## config.mk

```make
export PLATFORM = sky130hd
export DESIGN_NAME = smcc_clock_control
export DESIGN_NICKNAME = d
export VERILOG_FILES = /design/src/smcc_clock_control.v
export VERILOG_INCLUDE_DIRS = /design/src
export SDC_FILE = /design/constraint.sdc
export NUM_CORES = 1
export LEC_CHECK = 0
export BUFFER_PORTS_ARGS = -buffer_cell sky130_fd_sc_hd__buf_2
export CORE_MARGIN = 8
export CORE_UTILIZATION = 51
export CTS_BUF_LIST = sky130_fd_sc_hd__clkbuf_2
export DETAILED_ROUTE_END_ITERATION = 7
export GPL_ROUTABILITY_DRIVEN = 0
export GPL_TIMING_DRIVEN = 0
export HOLD_SLACK_MARGIN = 0.15
export PLACE_DENSITY_LB_ADDON = 0.25
export SYNTH_ARGS = -nofsm -noshare
export SYNTH_HDL_FRONTEND = slang
export SYNTH_SLANG_ARGS = --single-unit
```

## constraint.sdc

```tcl
create_clock -name clk_sys -period 2.5 [get_ports clk_sys]
set_input_delay 0.5 -clock clk_sys [delete_from_list [all_inputs] [get_ports clk_sys]]
set_output_delay 0.5 -clock clk_sys [all_outputs]
set_load 0.005 [all_outputs]
```

## src/smcc_map.vh

```
// smcc_map.vh: register offset, bit positions, reset values and ratio codes
// for the slow mode clock and miscellaneous control block
// assumes inclusion by the single design file
`ifndef SMCC_MAP_VH
`define SMCC_MAP_VH

`define SMCC_ADDR_W         8
`define SMCC_MISC_OFS       8'h0c
`define SMCC_BIT_WD_CTL     0
`define SMCC_BIT_SLOW       1
`define SMCC_BIT_FALL_B     2
`define SMCC_BIT_FALL_A     3
`define SMCC_BIT_ALLOW      4
`define SMCC_BIT_FALL_OPT   5
`define SMCC_BIT_RISE_OPT   6
`define SMCC_BIT_POR        7
`define SMCC_INTOPT_RST     2'h0
`define SMCC_ALLOW_RST      1'h1
`define SMCC_LAST_2         8'h01
`define SMCC_LAST_4         8'h03
`define SMCC_LAST_8         8'h07
`define SMCC_LAST_10        8'h09
`define SMCC_SLOW_DIV       5'h10
`define SMCC_BUSCTL_DIV     4'h2
`define SMCC_RATIO_2        2'h0
`define SMCC_RATIO_4        2'h1
`define SMCC_RATIO_8        2'h2
`define SMCC_RATIO_10       2'h3

`endif

```

## src/smcc_clock_control.v

```verilog
// smcc_clock_control.v: bus clock enables, slow mode, misc control register,
// external interrupt option control, reset pin and mode-select pin logic
// assumes clk_sys is the oscillator, pins sampled synchronously to it
`timescale 1ns/10ps
`default_nettype none
`include "smcc_map.vh"

module smcc_clock_control
#(
  parameter [1:0] BASE_RATIO = `SMCC_RATIO_2
)
(
  input  wire                    clk_sys,
  input  wire                    rst_n,
  input  wire                    porFlag,
  input  wire                    stopEnter,
  input  wire                    cpuIntMask,
  input  wire                    internalReset,
  input  wire                    extIntPending,
  input  wire                    resetPinIn,
  input  wire                    modeSelectPinIn,
  input  wire [`SMCC_ADDR_W-1:0] regAddr,
  input  wire [7:0]              regWrData,
  input  wire                    regWr,
  input  wire                    regRd,
  output reg  [7:0]              regRdData,
  output wire                    busClkEn,
  output wire                    busCtlClkEn,
  output reg                     slowActive,
  output wire                    extIntRisingOption,
  output wire                    extIntFallingOption,
  output wire                    extIntAllow,
  output reg                     extIntClearPending,
  output wire                    resetPinOut,
  output wire                    resetPinOe,
  output wire                    modeSelectPullDown,
  output reg                     nonSingleChip
);

  // misc control register fields and divider state
  reg        slowSelect_q;
  reg        slowSelect_d;
  reg  [1:0] intOpt_q;
  reg  [1:0] intOpt_d;
  reg        intAllow_q;
  reg        intAllow_d;
  reg        slowFallA_q;
  reg        slowFallB_q;
  reg        watchdogCtl_q;
  reg  [7:0] baseCnt_q;
  reg  [3:0] slowCnt_q;
  reg        busCtlTgl_q;
  reg        pullDown_q;
  reg        rstPinLow_q;
  wire       miscHit;
  wire       baseTick;
  wire [7:0] baseLast;
  wire       optChange;
  wire       slowWrap;
  wire       slowSwitch;
  wire [7:0] miscWord;

  // last count of the base predivider for a ratio code
  function [7:0] ratio_last;
    input [1:0] code;
    begin
      case (code)
        `SMCC_RATIO_2:  ratio_last = `SMCC_LAST_2;
        `SMCC_RATIO_4:  ratio_last = `SMCC_LAST_4;
        `SMCC_RATIO_8:  ratio_last = `SMCC_LAST_8;
        default:        ratio_last = `SMCC_LAST_10;
      endcase
    end
  endfunction

  // register select decode
  function is_misc;
    input [`SMCC_ADDR_W-1:0] addr;
    begin
      if (addr == `SMCC_MISC_OFS)
      begin
        is_misc = 1'b1;
      end
      else
      begin
        is_misc = 1'b0;
      end
    end
  endfunction

  // packs the register fields into the read byte
  function [7:0] misc_word;
    input       por;
    input [1:0] opt;
    input       allow;
    input       fallA;
    input       fallB;
    input       slow;
    input       watchdog;
    begin
      misc_word = {por, opt, allow, fallA, fallB, slow, watchdog};
    end
  endfunction

  assign miscHit   = is_misc(regAddr);
  assign optChange = (intOpt_d != intOpt_q);
  assign miscWord  = misc_word(porFlag, intOpt_q, intAllow_q, slowFallA_q,
                               slowFallB_q, slowSelect_q, watchdogCtl_q);
  assign baseLast = ratio_last(BASE_RATIO);
  assign baseTick = (baseCnt_q == baseLast);

  // fixed base predivider
  always @(posedge clk_sys)
  begin
    if (!rst_n)
    begin
      baseCnt_q <= 8'h00;
    end
    else if (baseTick)
    begin
      baseCnt_q <= 8'h00;
    end
    else
    begin
      baseCnt_q <= baseCnt_q + 8'h01;
    end
  end

  // divide-by-16 stage counts base ticks only while slow is in effect
  always @(posedge clk_sys)
  begin
    if (!rst_n)
    begin
      slowCnt_q <= 4'h0;
    end
    else if (baseTick && slowActive)
    begin
      slowCnt_q <= slowCnt_q + 4'h1;
    end
    else if (baseTick)
    begin
      slowCnt_q <= 4'h0;
    end
  end

  // slow mode taken up or dropped only at a bus period end
  always @(posedge clk_sys)
  begin
    if (!rst_n)
    begin
      slowActive <= 1'b0;
    end
    else if (slowSwitch)
    begin
      slowActive <= slowSelect_q;
    end
  end

  assign slowWrap   = ({1'b0, slowCnt_q} == (`SMCC_SLOW_DIV - 5'h01));
  assign slowSwitch = baseTick && (!slowActive || slowWrap);
  assign busClkEn = slowSwitch;

  // bus controller module clock, independent of slow mode
  always @(posedge clk_sys)
  begin
    if (!rst_n)
    begin
      busCtlTgl_q <= 1'b0;
    end
    else
    begin
      busCtlTgl_q <= ~busCtlTgl_q;
    end
  end

  assign busCtlClkEn = busCtlTgl_q;

  // slow select next value; stop entry overrides a write
  always @*
  begin
    slowSelect_d = slowSelect_q;
    if (stopEnter)
    begin
      slowSelect_d = 1'b0;
    end
    else if (regWr && miscHit)
    begin
      slowSelect_d = regWrData[`SMCC_BIT_SLOW];
    end
  end

  // trigger options accepted only with the interrupt mask set
  always @*
  begin
    intOpt_d = intOpt_q;
    if (regWr && miscHit && cpuIntMask)
    begin
      intOpt_d = {regWrData[`SMCC_BIT_RISE_OPT],
                  regWrData[`SMCC_BIT_FALL_OPT]};
    end
  end

  // allow bit, written with every register write
  always @*
  begin
    intAllow_d = intAllow_q;
    if (regWr && miscHit)
    begin
      intAllow_d = regWrData[`SMCC_BIT_ALLOW];
    end
  end

  always @(posedge clk_sys)
  begin
    if (!rst_n || porFlag)
    begin
      slowSelect_q <= 1'b0;
      intOpt_q     <= `SMCC_INTOPT_RST;
      intAllow_q   <= `SMCC_ALLOW_RST;
    end
    else
    begin
      slowSelect_q <= slowSelect_d;
      intOpt_q     <= intOpt_d;
      intAllow_q   <= intAllow_d;
    end
  end

  // pending clear pulse one cycle after an option change
  always @(posedge clk_sys)
  begin
    if (!rst_n || porFlag)
    begin
      extIntClearPending <= 1'b0;
    end
    else
    begin
      extIntClearPending <= optChange && extIntPending;
    end
  end

  // plain storage bits, written whole with the register
  always @(posedge clk_sys)
  begin
    if (!rst_n || porFlag)
    begin
      slowFallA_q   <= 1'b0;
      slowFallB_q   <= 1'b0;
      watchdogCtl_q <= 1'b0;
    end
    else if (regWr && miscHit)
    begin
      slowFallA_q   <= regWrData[`SMCC_BIT_FALL_A];
      slowFallB_q   <= regWrData[`SMCC_BIT_FALL_B];
      watchdogCtl_q <= regWrData[`SMCC_BIT_WD_CTL];
    end
  end

  assign extIntRisingOption  = intOpt_q[1];
  assign extIntFallingOption = intOpt_q[0];
  assign extIntAllow         = intAllow_q;

  // read port, data one cycle after the strobe
  always @(posedge clk_sys)
  begin
    if (!rst_n)
    begin
      regRdData <= 8'h00;
    end
    else if (regRd && miscHit)
    begin
      regRdData <= miscWord;
    end
    else
    begin
      regRdData <= 8'h00;
    end
  end

  // reset pin open drain drive on internal reset
  always @(posedge clk_sys)
  begin
    if (internalReset)
    begin
      rstPinLow_q <= 1'b1;
    end
    else
    begin
      rstPinLow_q <= 1'b0;
    end
  end

  assign resetPinOut = 1'b0;
  assign resetPinOe  = rstPinLow_q;

  // mode pin pull-down and mode capture at reset release
  always @(posedge clk_sys)
  begin
    if (!resetPinIn || !rst_n)
    begin
      pullDown_q <= 1'b1;
    end
    else if (modeSelectPinIn)
    begin
      pullDown_q <= 1'b0;
    end
  end

  assign modeSelectPullDown = pullDown_q;

  // operating mode latched while reset is held
  always @(posedge clk_sys)
  begin
    if (!rst_n)
    begin
      nonSingleChip <= modeSelectPinIn;
    end
  end

endmodule

`default_nettype wire

```

# Word level (Yosys, flattened, before mapping)
# Cells that the tools add are included.
# Widths: inputs -> output; s select.
word_totals:
  elab_cells: 44
  reg_bits: 33
op_classes:
  add_sub_neg: 2
  n_reduce_logical: 16
  n_mux: 5
  n_eq_ne: 4
  bitwise: 2
ops:
  columns: ["cell", "n"]
  rows:
  - ["$add 8x1->8 const B", 1]
  - ["$eq 8x1->1 const B", 1]
  - ["$eq 8x4->1 const B", 1]
  - ["$mux 4", 2]
  - ["$logic_and 1x1->1", 6]
  - ["$add 4x1->4 const B", 1]
  - ["$eq 4x4->1 const B", 1]
  - ["$reduce_or 2->1", 2]
  - ["$logic_not 1->1", 3]
  - ["$logic_or 1x1->1", 3]
  - ["$mux 1", 2]
  - ["$mux 2", 1]
  - ["$ne 2x2->1", 1]
  - ["$not 1->1", 2]
  - ["$reduce_and 2->1", 1]
  - ["$reduce_bool 2->1", 1]

# Depth between registers and ports, before layout
# Gate-level depths: netlist (run 1).
depth:
  word_depth: 7
  mapped_depth: 6
  ltp_nobuf: 5

# Least setup slack after synthesis (run 1)
# Ideal clock, no wire load.
synth_timing:
  path_type: "register to register"
  startpoint: "register baseCnt_q[0]"
  endpoint: "register slowCnt_q[2]"
  period_less_slack_ps: 1756
  setup_ps: 74
  path_stages_with_launch: 6
  required_time_ps: 2426
  slack_ps: 744
  t_arrival_ps: 1681
  cell_sequence: "dfxtp_1 -> ha_1 -> or3b_2 -> clkbuf_1 -> or4_1 -> a31oi_1"
synth_via:
  elab_chain_len: 3
  word_cells_on_any_way: 4
  cone_classes: "1 x eq/ne; 1 x mux; 2 x reduce/logical"
synth_rtl:
  columns: ["item", "line_no", "source"]
  rows:
  - ["start: declaration", "smcc_clock_control.v:50", "reg [7:0] baseCnt_q;"]
  - ["start signal: assignment", "smcc_clock_control.v:125", "baseCnt_q <= baseCnt_q + 8'h01;"]
  - ["$eq 8x1->1 *", "smcc_clock_control.v:110", "assign baseTick = (baseCnt_q == baseLast);"]
  - ["$logic_and 1x1->1", "smcc_clock_control.v:136", "else if (baseTick && slowActive)"]
  - ["$mux 4 / $reduce_bool 2->1 (equally long branches)", null, null]
  - ["end signal: assignment", "smcc_clock_control.v:138", "slowCnt_q <= slowCnt_q + 4'h1;"]
  - ["end: declaration", "smcc_clock_control.v:51", "reg [3:0] slowCnt_q;"]
# Every way passes the cells marked *; elsewhere a longest branch is shown, timed or not.
# A chain may end at the register's enable or synchronous reset.

# Final worst setup path (run 1)
layout_timing:
  startpoint: "register baseCnt_q[0]"
  endpoint: "output busClkEn"
layout_via:
  elab_chain_len: 2
layout_rtl:
  columns: ["item", "line_no", "source"]
  rows:
  - ["$eq 8x1->1", "smcc_clock_control.v:110", null]
  - ["$logic_and 1x1->1", "smcc_clock_control.v:160", "assign slowSwitch = baseTick && (!slowActive || slowWrap);"]
  - ["end: declaration", "smcc_clock_control.v:27", "output wire busClkEn,"]
# No other way between the ends.

==> summary.md, run 1 <==
| Metric | Value |
|---|---|
| Design Power | 870.7 uW |
| Vias per cell | 5.525 |
| Final instance area | 0.001625 sq mm |
| # Max-Cap Violations | 0 |
| Post-Syn Instances | 142 |
| Worst setup EP type | output port |
| Met3 WL | 231 um |
| Clk sinks | 33 |
| Area of the multi-input gates | 626.9 sq um |
| Slew Limit Fails | 0 |
| Hold-fix buffers, CTS | 0 |
| Syn Nets | 172 |
| Final min period | 2.255 ns |
| Top Metal Used | met4 |
| Worst VDD drop | 351.8 uV |
| Hold EP | resetPinOe |
| CTS HTree Levels | 2 |
| Routed wire length | 2904 um |
| Setup TNS | 0 ns |
| Reg2reg setup slack | 0.61 ns |
| CP max FO | 4 |
| Area after DPL | 0.001587 sq mm |
| Row count | 18 |
| Yosys top cell area share | 47.67% |
| Num CTS Buffers | 5 |
| Overall Global Routing Usage | 13.88% |
| Worst-Skew Late Latency | 0.36 ns |
| Reg-to-Reg End | slowCnt_q[2] |
| GRT overflow | 0 |
| Die height | 67.33 um |
| Resized Gates After CTS | 0 |
| Deepest clock path buffer count | 2 |
| Avg Cell Area, Syn | 9.463 sq um |
| Register area | 670.6 sq um |
| RR Startpoint | baseCnt_q[0] |
| Post-synthesis sequential element count | 33 |
| WL met2 | 1398 um |
| DR WL/cell | 13.14 um |
| Critical path's slowest cell | dfxtp_1 |
| Hold Fails Final Rpt | 0 |
| HPWL Detailed | 2342 um |
| Largest net degree at the start of global routing | 11 |
| Final period utilization | 90.20% |
| Pre-CTS WS | 0.4698 ns |
| Worst-path clk slew | 0.16 ns |
| I/O pin total | 46 |
| Buffers on Ports | 41 |
| Vias in the first global route | 1202 |
| Worst hold stages | 1 |
| DIE AREA | 0.004533 sq mm |
| Critical path required time | 2.00 ns |
| Layout Nets | 220 |
| Fraction of layout cells with a size suffix above 1 | 27.75% |
| DRT antenna net count | 0 |
| Crit path DAT | 1.76 ns |
| DRT met1 WL | 1224 um |
| Cell Chain, Critical Path | ha_1 > nor3b_1 > nand2_1 > a21oi_1 > buf_2 |
| Final setup violation count | 0 |
| Syn Std Cell Area | 0.001344 sq mm |
| Path depth of the worst reg2reg path | 5 |
| Via count | 1221 |
| Crit Path Category | reg2out |
| CP startpoint kind | flip-flop |
| Initial antenna violation count | 0 |
| Worst Tran Pin Value | 0.9371 ns |
| Fmax | 443.5 MHz |
| Worst hold path class | in2reg |
| Synth warn | 0 |
| HP Start | internalReset |
| Post-CTS Setup Bufs | 0 |
| Fraction of registers with async set/reset | 0% |
| Rel. slew slack | 36.67% |
| Initial DRC count | 84 |
| Synth cell types | 39 |
| Root Driver | clkbuf_2 |
| Pwr/cell area | 535.7 mW/mm^2 |
| Chip width | 67.33 um |
| CTS tree | yes |
| DRC | 0 |
| Post-synth EDFFs | 1 |
| Sequential share of the synthesized area | 49.91% |
| Drt pass-1 iters | 5 |
| CP peak stage delay | 0.40 ns |
| Final Skew | 0.01424 ns |
| Outcome | complete, no violations |
| RSZ-0062 raised after global routing | no |
| FILL cells | 214 |
| Synth top area cells | dfxtp_1 (48%), a21oi_1 (3.7%), and2_1 (3.7%) |
| Post-synth top area cell | dfxtp_1 |
| Total core area | 0.002477 sq mm |
| Starting Density | 54.24% |
| Top_reg_cell synth | dfxtp_1 |
| Diode count | 0 |
| Final worst slack | 0.2450 ns |
| First-pass GRT wire length | 4919 um |
| Area Overhead vs Synth | 20.95% |
| Static Leak | 0.0006828 uW |
==> logic make-up after synthesis <==
group | after synthesis | share of synthesized area, %
compound gates | 29 | 12.85
flops | 33 | 49.91
simple gates | 58 | 25.98
other cells | 1 | 0.2791
buf+inv | 11 | 3.445
xor+xnor | 5 | 3.259
fa+ha+maj | 3 | 2.794
mux | 2 | 1.490
==> metrics by stage <==
stage,hold slack (ns),utilization (%),cells
after floorplan,0.4164,-,142
after global placement,0.3976,64.04,213
after detailed placement,0.4054,64.04,213
after CTS,0.2151,65.61,221
after global routing,0.1943,65.61,221
final,0.2248,65.61,221
==> area by class of cell <==
cell class                      instances  share of cell area [%]
Sequential cell                        33                   41.26
Multi-Input combinational cell         98                   38.57
Timing Repair Buffer                   41                   12.63
Tap cell                               30                   2.309
Clock buffer                            7                   2.156
Buffer                                  7                   1.925
Inverter                                4                  0.9238
Clock inverter                          1                  0.2309
==> power breakdown <==
| group | leakage (uW) | switching [uW] | internal (uW) |
|---|---|---|---|
| sequential | 0.000269 | 6.88 | 539 |
| combinational | 0.000383 | 49.5 | 38.7 |
| clock | 0.0000306 | 162 | 74.9 |
==> Yosys cell counts (2+ instances only) <==
library cell,instances
a211oi_1,2
a21oi_1,10
a31oi_1,2
and2_1,8
buf_1,2
clkbuf_1,3
dfxtp_1,32
ha_1,3
inv_1,4
mux2i_1,2
nand2_1,9
nand3_1,5
nand3b_1,3
nand4_1,8
nor2_1,6
nor4_1,4
o21ai_0,7
o31ai_1,5
or3_1,2
or4_1,3
xnor2_1,3
xor2_1,2
==> critical path: cells and delay by family (launching register included) <==
kind / cells / cell delay (ns)
flops: 1 / 0.40
buf+inv: 1 / 0.13
simple gates: 2 / 0.54
fa+ha+maj: 1 / 0.17
compound gates: 1 / 0.17
==> layout by cell type (no fill, tap or decap), drive strengths merged, types with 4 or more instances in the layout <==
master   n
buf     45
dfxtp   32
a21oi   10
clkbuf  10
nand2    9
nand4    8
and2     8
o21ai    8
nor2     6
nand3    5
o31ai    5
nor4     4
inv      4
==> worst max path at each step <==
stage / slack, ns / end / startpoint
global route: 0.06 / busClkEn / baseCnt_q[0]
floorplan: 0.74 / slowCnt_q[2] / baseCnt_q[0]
global placement: 0.57 / intOpt_q[0] / regAddr[5]
detailed placement: 0.47 / intOpt_q[0] / regAddr[1]
CTS: 0.25 / busClkEn / baseCnt_q[0]
finish: 0.24 / busClkEn / baseCnt_q[0]
==> state kept, by name, summed over array words and instances, names as in the netlist, 2 cells and up <==
signal,count
intOpt_q,2
slowCnt_q,4
regRdData,8
baseCnt_q,8
==> layer usage <==
layer	GRT usage, %	vias to the layer above
met5	0	-
met4	6.266	0
met3	5.298	7
met2	23.54	56
met1	15.07	543
li1	-	615
Note: power is estimated with default switching activity, not from simulation.
==> run 2: changes to the inputs <==
--- a/config.mk
+++ b/config.mk
@@ -14,7 +14,8 @@
 export GPL_ROUTABILITY_DRIVEN = 0
 export GPL_TIMING_DRIVEN = 0
 export HOLD_SLACK_MARGIN = 0.15
-export PLACE_DENSITY_LB_ADDON = 0.25
+export PLACE_DENSITY = 0.92
+export SKIP_LAST_GASP = 1
 export SYNTH_ARGS = -nofsm -noshare
 export SYNTH_HDL_FRONTEND = slang
 export SYNTH_SLANG_ARGS = --single-unit
==> run 2 against run 1 <==
  * Fmax fell by 1.8%
  * Cell count fell by 0.45%
  * Via count rose by 1.9%
  * Setup slack got worse by 0.041 ns
  * Clock-buffer cell count fell by 2
  * Largest cell class unchanged
==> summary.md, run 2 (synthesis gave the netlist of run 1 again) <==
| Metric | Value |
|---|---|
| Initial DRC count | 90 |
| Slew Limit Fails | 0 |
| Worst setup EP type | output port |
| Routed wire length | 2980 um |
| Pwr/cell area | 536.3 mW/mm^2 |
| CTS HTree Levels | 2 |
| GRT overflow | 0 |
| Comb pwr share | 10.3% |
| Worst VDD drop | 358.8 uV |
| Total core area | 0.002477 sq mm |
| Row count | 18 |
| Crit Path Category | reg2out |
| # Max-Cap Violations | 0 |
| Worst hold stages | 1 |
| Outcome | complete, no violations |
| Crit path DAT | 1.80 ns |
| First-pass GRT wire length | 4816 um |
| HP Start | internalReset |
| Critical path required time | 2.00 ns |
| I/O pin total | 46 |
| Area of the multi-input gates | 626.9 sq um |
| Cell Int Power | 638.6 uW |
| CTS tree | yes |
| CP startpoint kind | flip-flop |
| Register area | 670.6 sq um |
| Psw | 231.6 uW |
| Area after DPL | 0.001587 sq mm |
| Largest registers | baseCnt_q (8), regRdData (8), slowCnt_q (4) |
| Layout Nets | 220 |
| Clock power frac | 27.0% |
| Final instance area | 0.001623 sq mm |
| Static Leak | 0.0006747 uW |
| Rel. slew slack | 33.43% |
| Vias in the first global route | 1247 |
| Gr busiest metal | met2 |
| Area Overhead vs Synth | 20.76% |
| DRC | 0 |
| Worst Tran Pin Value | 0.9895 ns |
| Deepest clock path buffer count | 2 |
| Diode count | 0 |
| Commonest non-fill, non-tap cell in the layout | buf_2 |
| Hold EP | resetPinOe |
| DIE AREA | 0.004533 sq mm |
| Hold Fails Final Rpt | 0 |
| Drt pass-1 iters | 4 |
| Resized Gates After CTS | 0 |
| Starting Density | 54.24% |
| Fmax | 435.5 MHz |
| Largest net degree at the start of global routing | 11 |
| DR WL/cell | 13.55 um |
| Worst-Skew Late Latency | 0.38 ns |
| Final Skew | 0.02063 ns |
| Root Driver | clkbuf_2 |
| Overall Global Routing Usage | 13.55% |
| Flop pwr share | 62.7% |
| CP max FO | 4 |
| RSZ-0062 raised after global routing | no |
| Setup TNS | 0 ns |
| DRT antenna net count | 0 |
| Vias per cell | 5.655 |
| Final min period | 2.296 ns |
| Grt met2 use | 24.49% |
| Reg-to-Reg End | slowCnt_q[2] |
| Path depth of the worst reg2reg path | 5 |
| Chip width | 67.33 um |
| GRT met3 Usage | 5.132% |
| RR Startpoint | baseCnt_q[0] |
| Fraction of layout cells with a size suffix above 1 | 27.37% |
| Hold-fix buffers, CTS | 0 |
| Sw frac | 26.62% |
| HPWL Detailed | 2363 um |
| Buffers on Ports | 41 |
| FILL cells | 219 |
| Clk sinks | 33 |
| Num CTS Buffers | 5 |
| Via count | 1244 |
| Reg2reg setup slack | 0.59 ns |
| Worst hold path class | in2reg |
| Final setup violation count | 0 |
| Initial antenna violation count | 0 |
| Most frequent cells in the layout | buf_2 (42), dfxtp_1 (32), a21oi_1 (10) |
| Die height | 67.33 um |
| Post-CTS Setup Bufs | 0 |
| Final period utilization | 91.85% |
| Met1 Usage GRT | 13.35% |
| Worst-path clk slew | 0.17 ns |
-- run 2: power groups by stage --
stage	clock, uW	combinational (uW)	sequential, uW
after CTS	239	89.4	546
after global placement	0	83.2	557
after floorplan	0	48.8	557
after global routing	257	98.6	548
after detailed placement	0	89.2	558
final	235	89.3	546
-- run 2: through the flow --
step	worst slack (ns)	instances	utilization (%)	hold WS (ns)	total power (uW)
after detailed placement	0.4457	213	64.04	0.4014	646.9
after global routing	0.09606	220	65.51	0.1932	903.6
after floorplan	0.7444	142	-	0.4164	606.1
final	0.2037	220	65.51	0.2045	870.2
after global placement	0.5726	213	64.04	0.3959	640.0
after CTS	0.2092	220	65.51	0.2057	875.0
-- run 2: worst max-delay path by stage --
stage,from,end,slack [ns]
after floorplan,baseCnt_q[0],slowCnt_q[2],0.74
after global placement,regAddr[5],intOpt_q[0],0.57
after detailed placement,regAddr[5],intOpt_q[1],0.45
after CTS,baseCnt_q[0],busClkEn,0.21
after global routing,baseCnt_q[0],busClkEn,0.1
final,baseCnt_q[0],busClkEn,0.20
-- run 2: metal layers --
layer	share of wire, %	up-vias
met5	0	-
met4	1.7	0
met3	7.3	7
met2	50	53
met1	41	569
li1	-	615
-- run 2: critical path, cell delays in order, from the launching register on --
cell,delay [ns]
dfxtp_1,0.41
ha_1,0.19
nor3b_1,0.40
nand2_1,0.15
a21oi_1,0.16
buf_2,0.13
-- run 2: area by class of cell --
| type | count | area share [%] |
|---|---|---|
| buffer | 7 | 1.928 |
| clock buffer | 5 | 1.542 |
| clock inverter | 2 | 0.6939 |
| inverter | 4 | 0.9252 |
| multi-input combinational | 98 | 38.63 |
| sequential | 33 | 41.33 |
| tap | 30 | 2.313 |
| timing repair buffer | 41 | 12.64 |
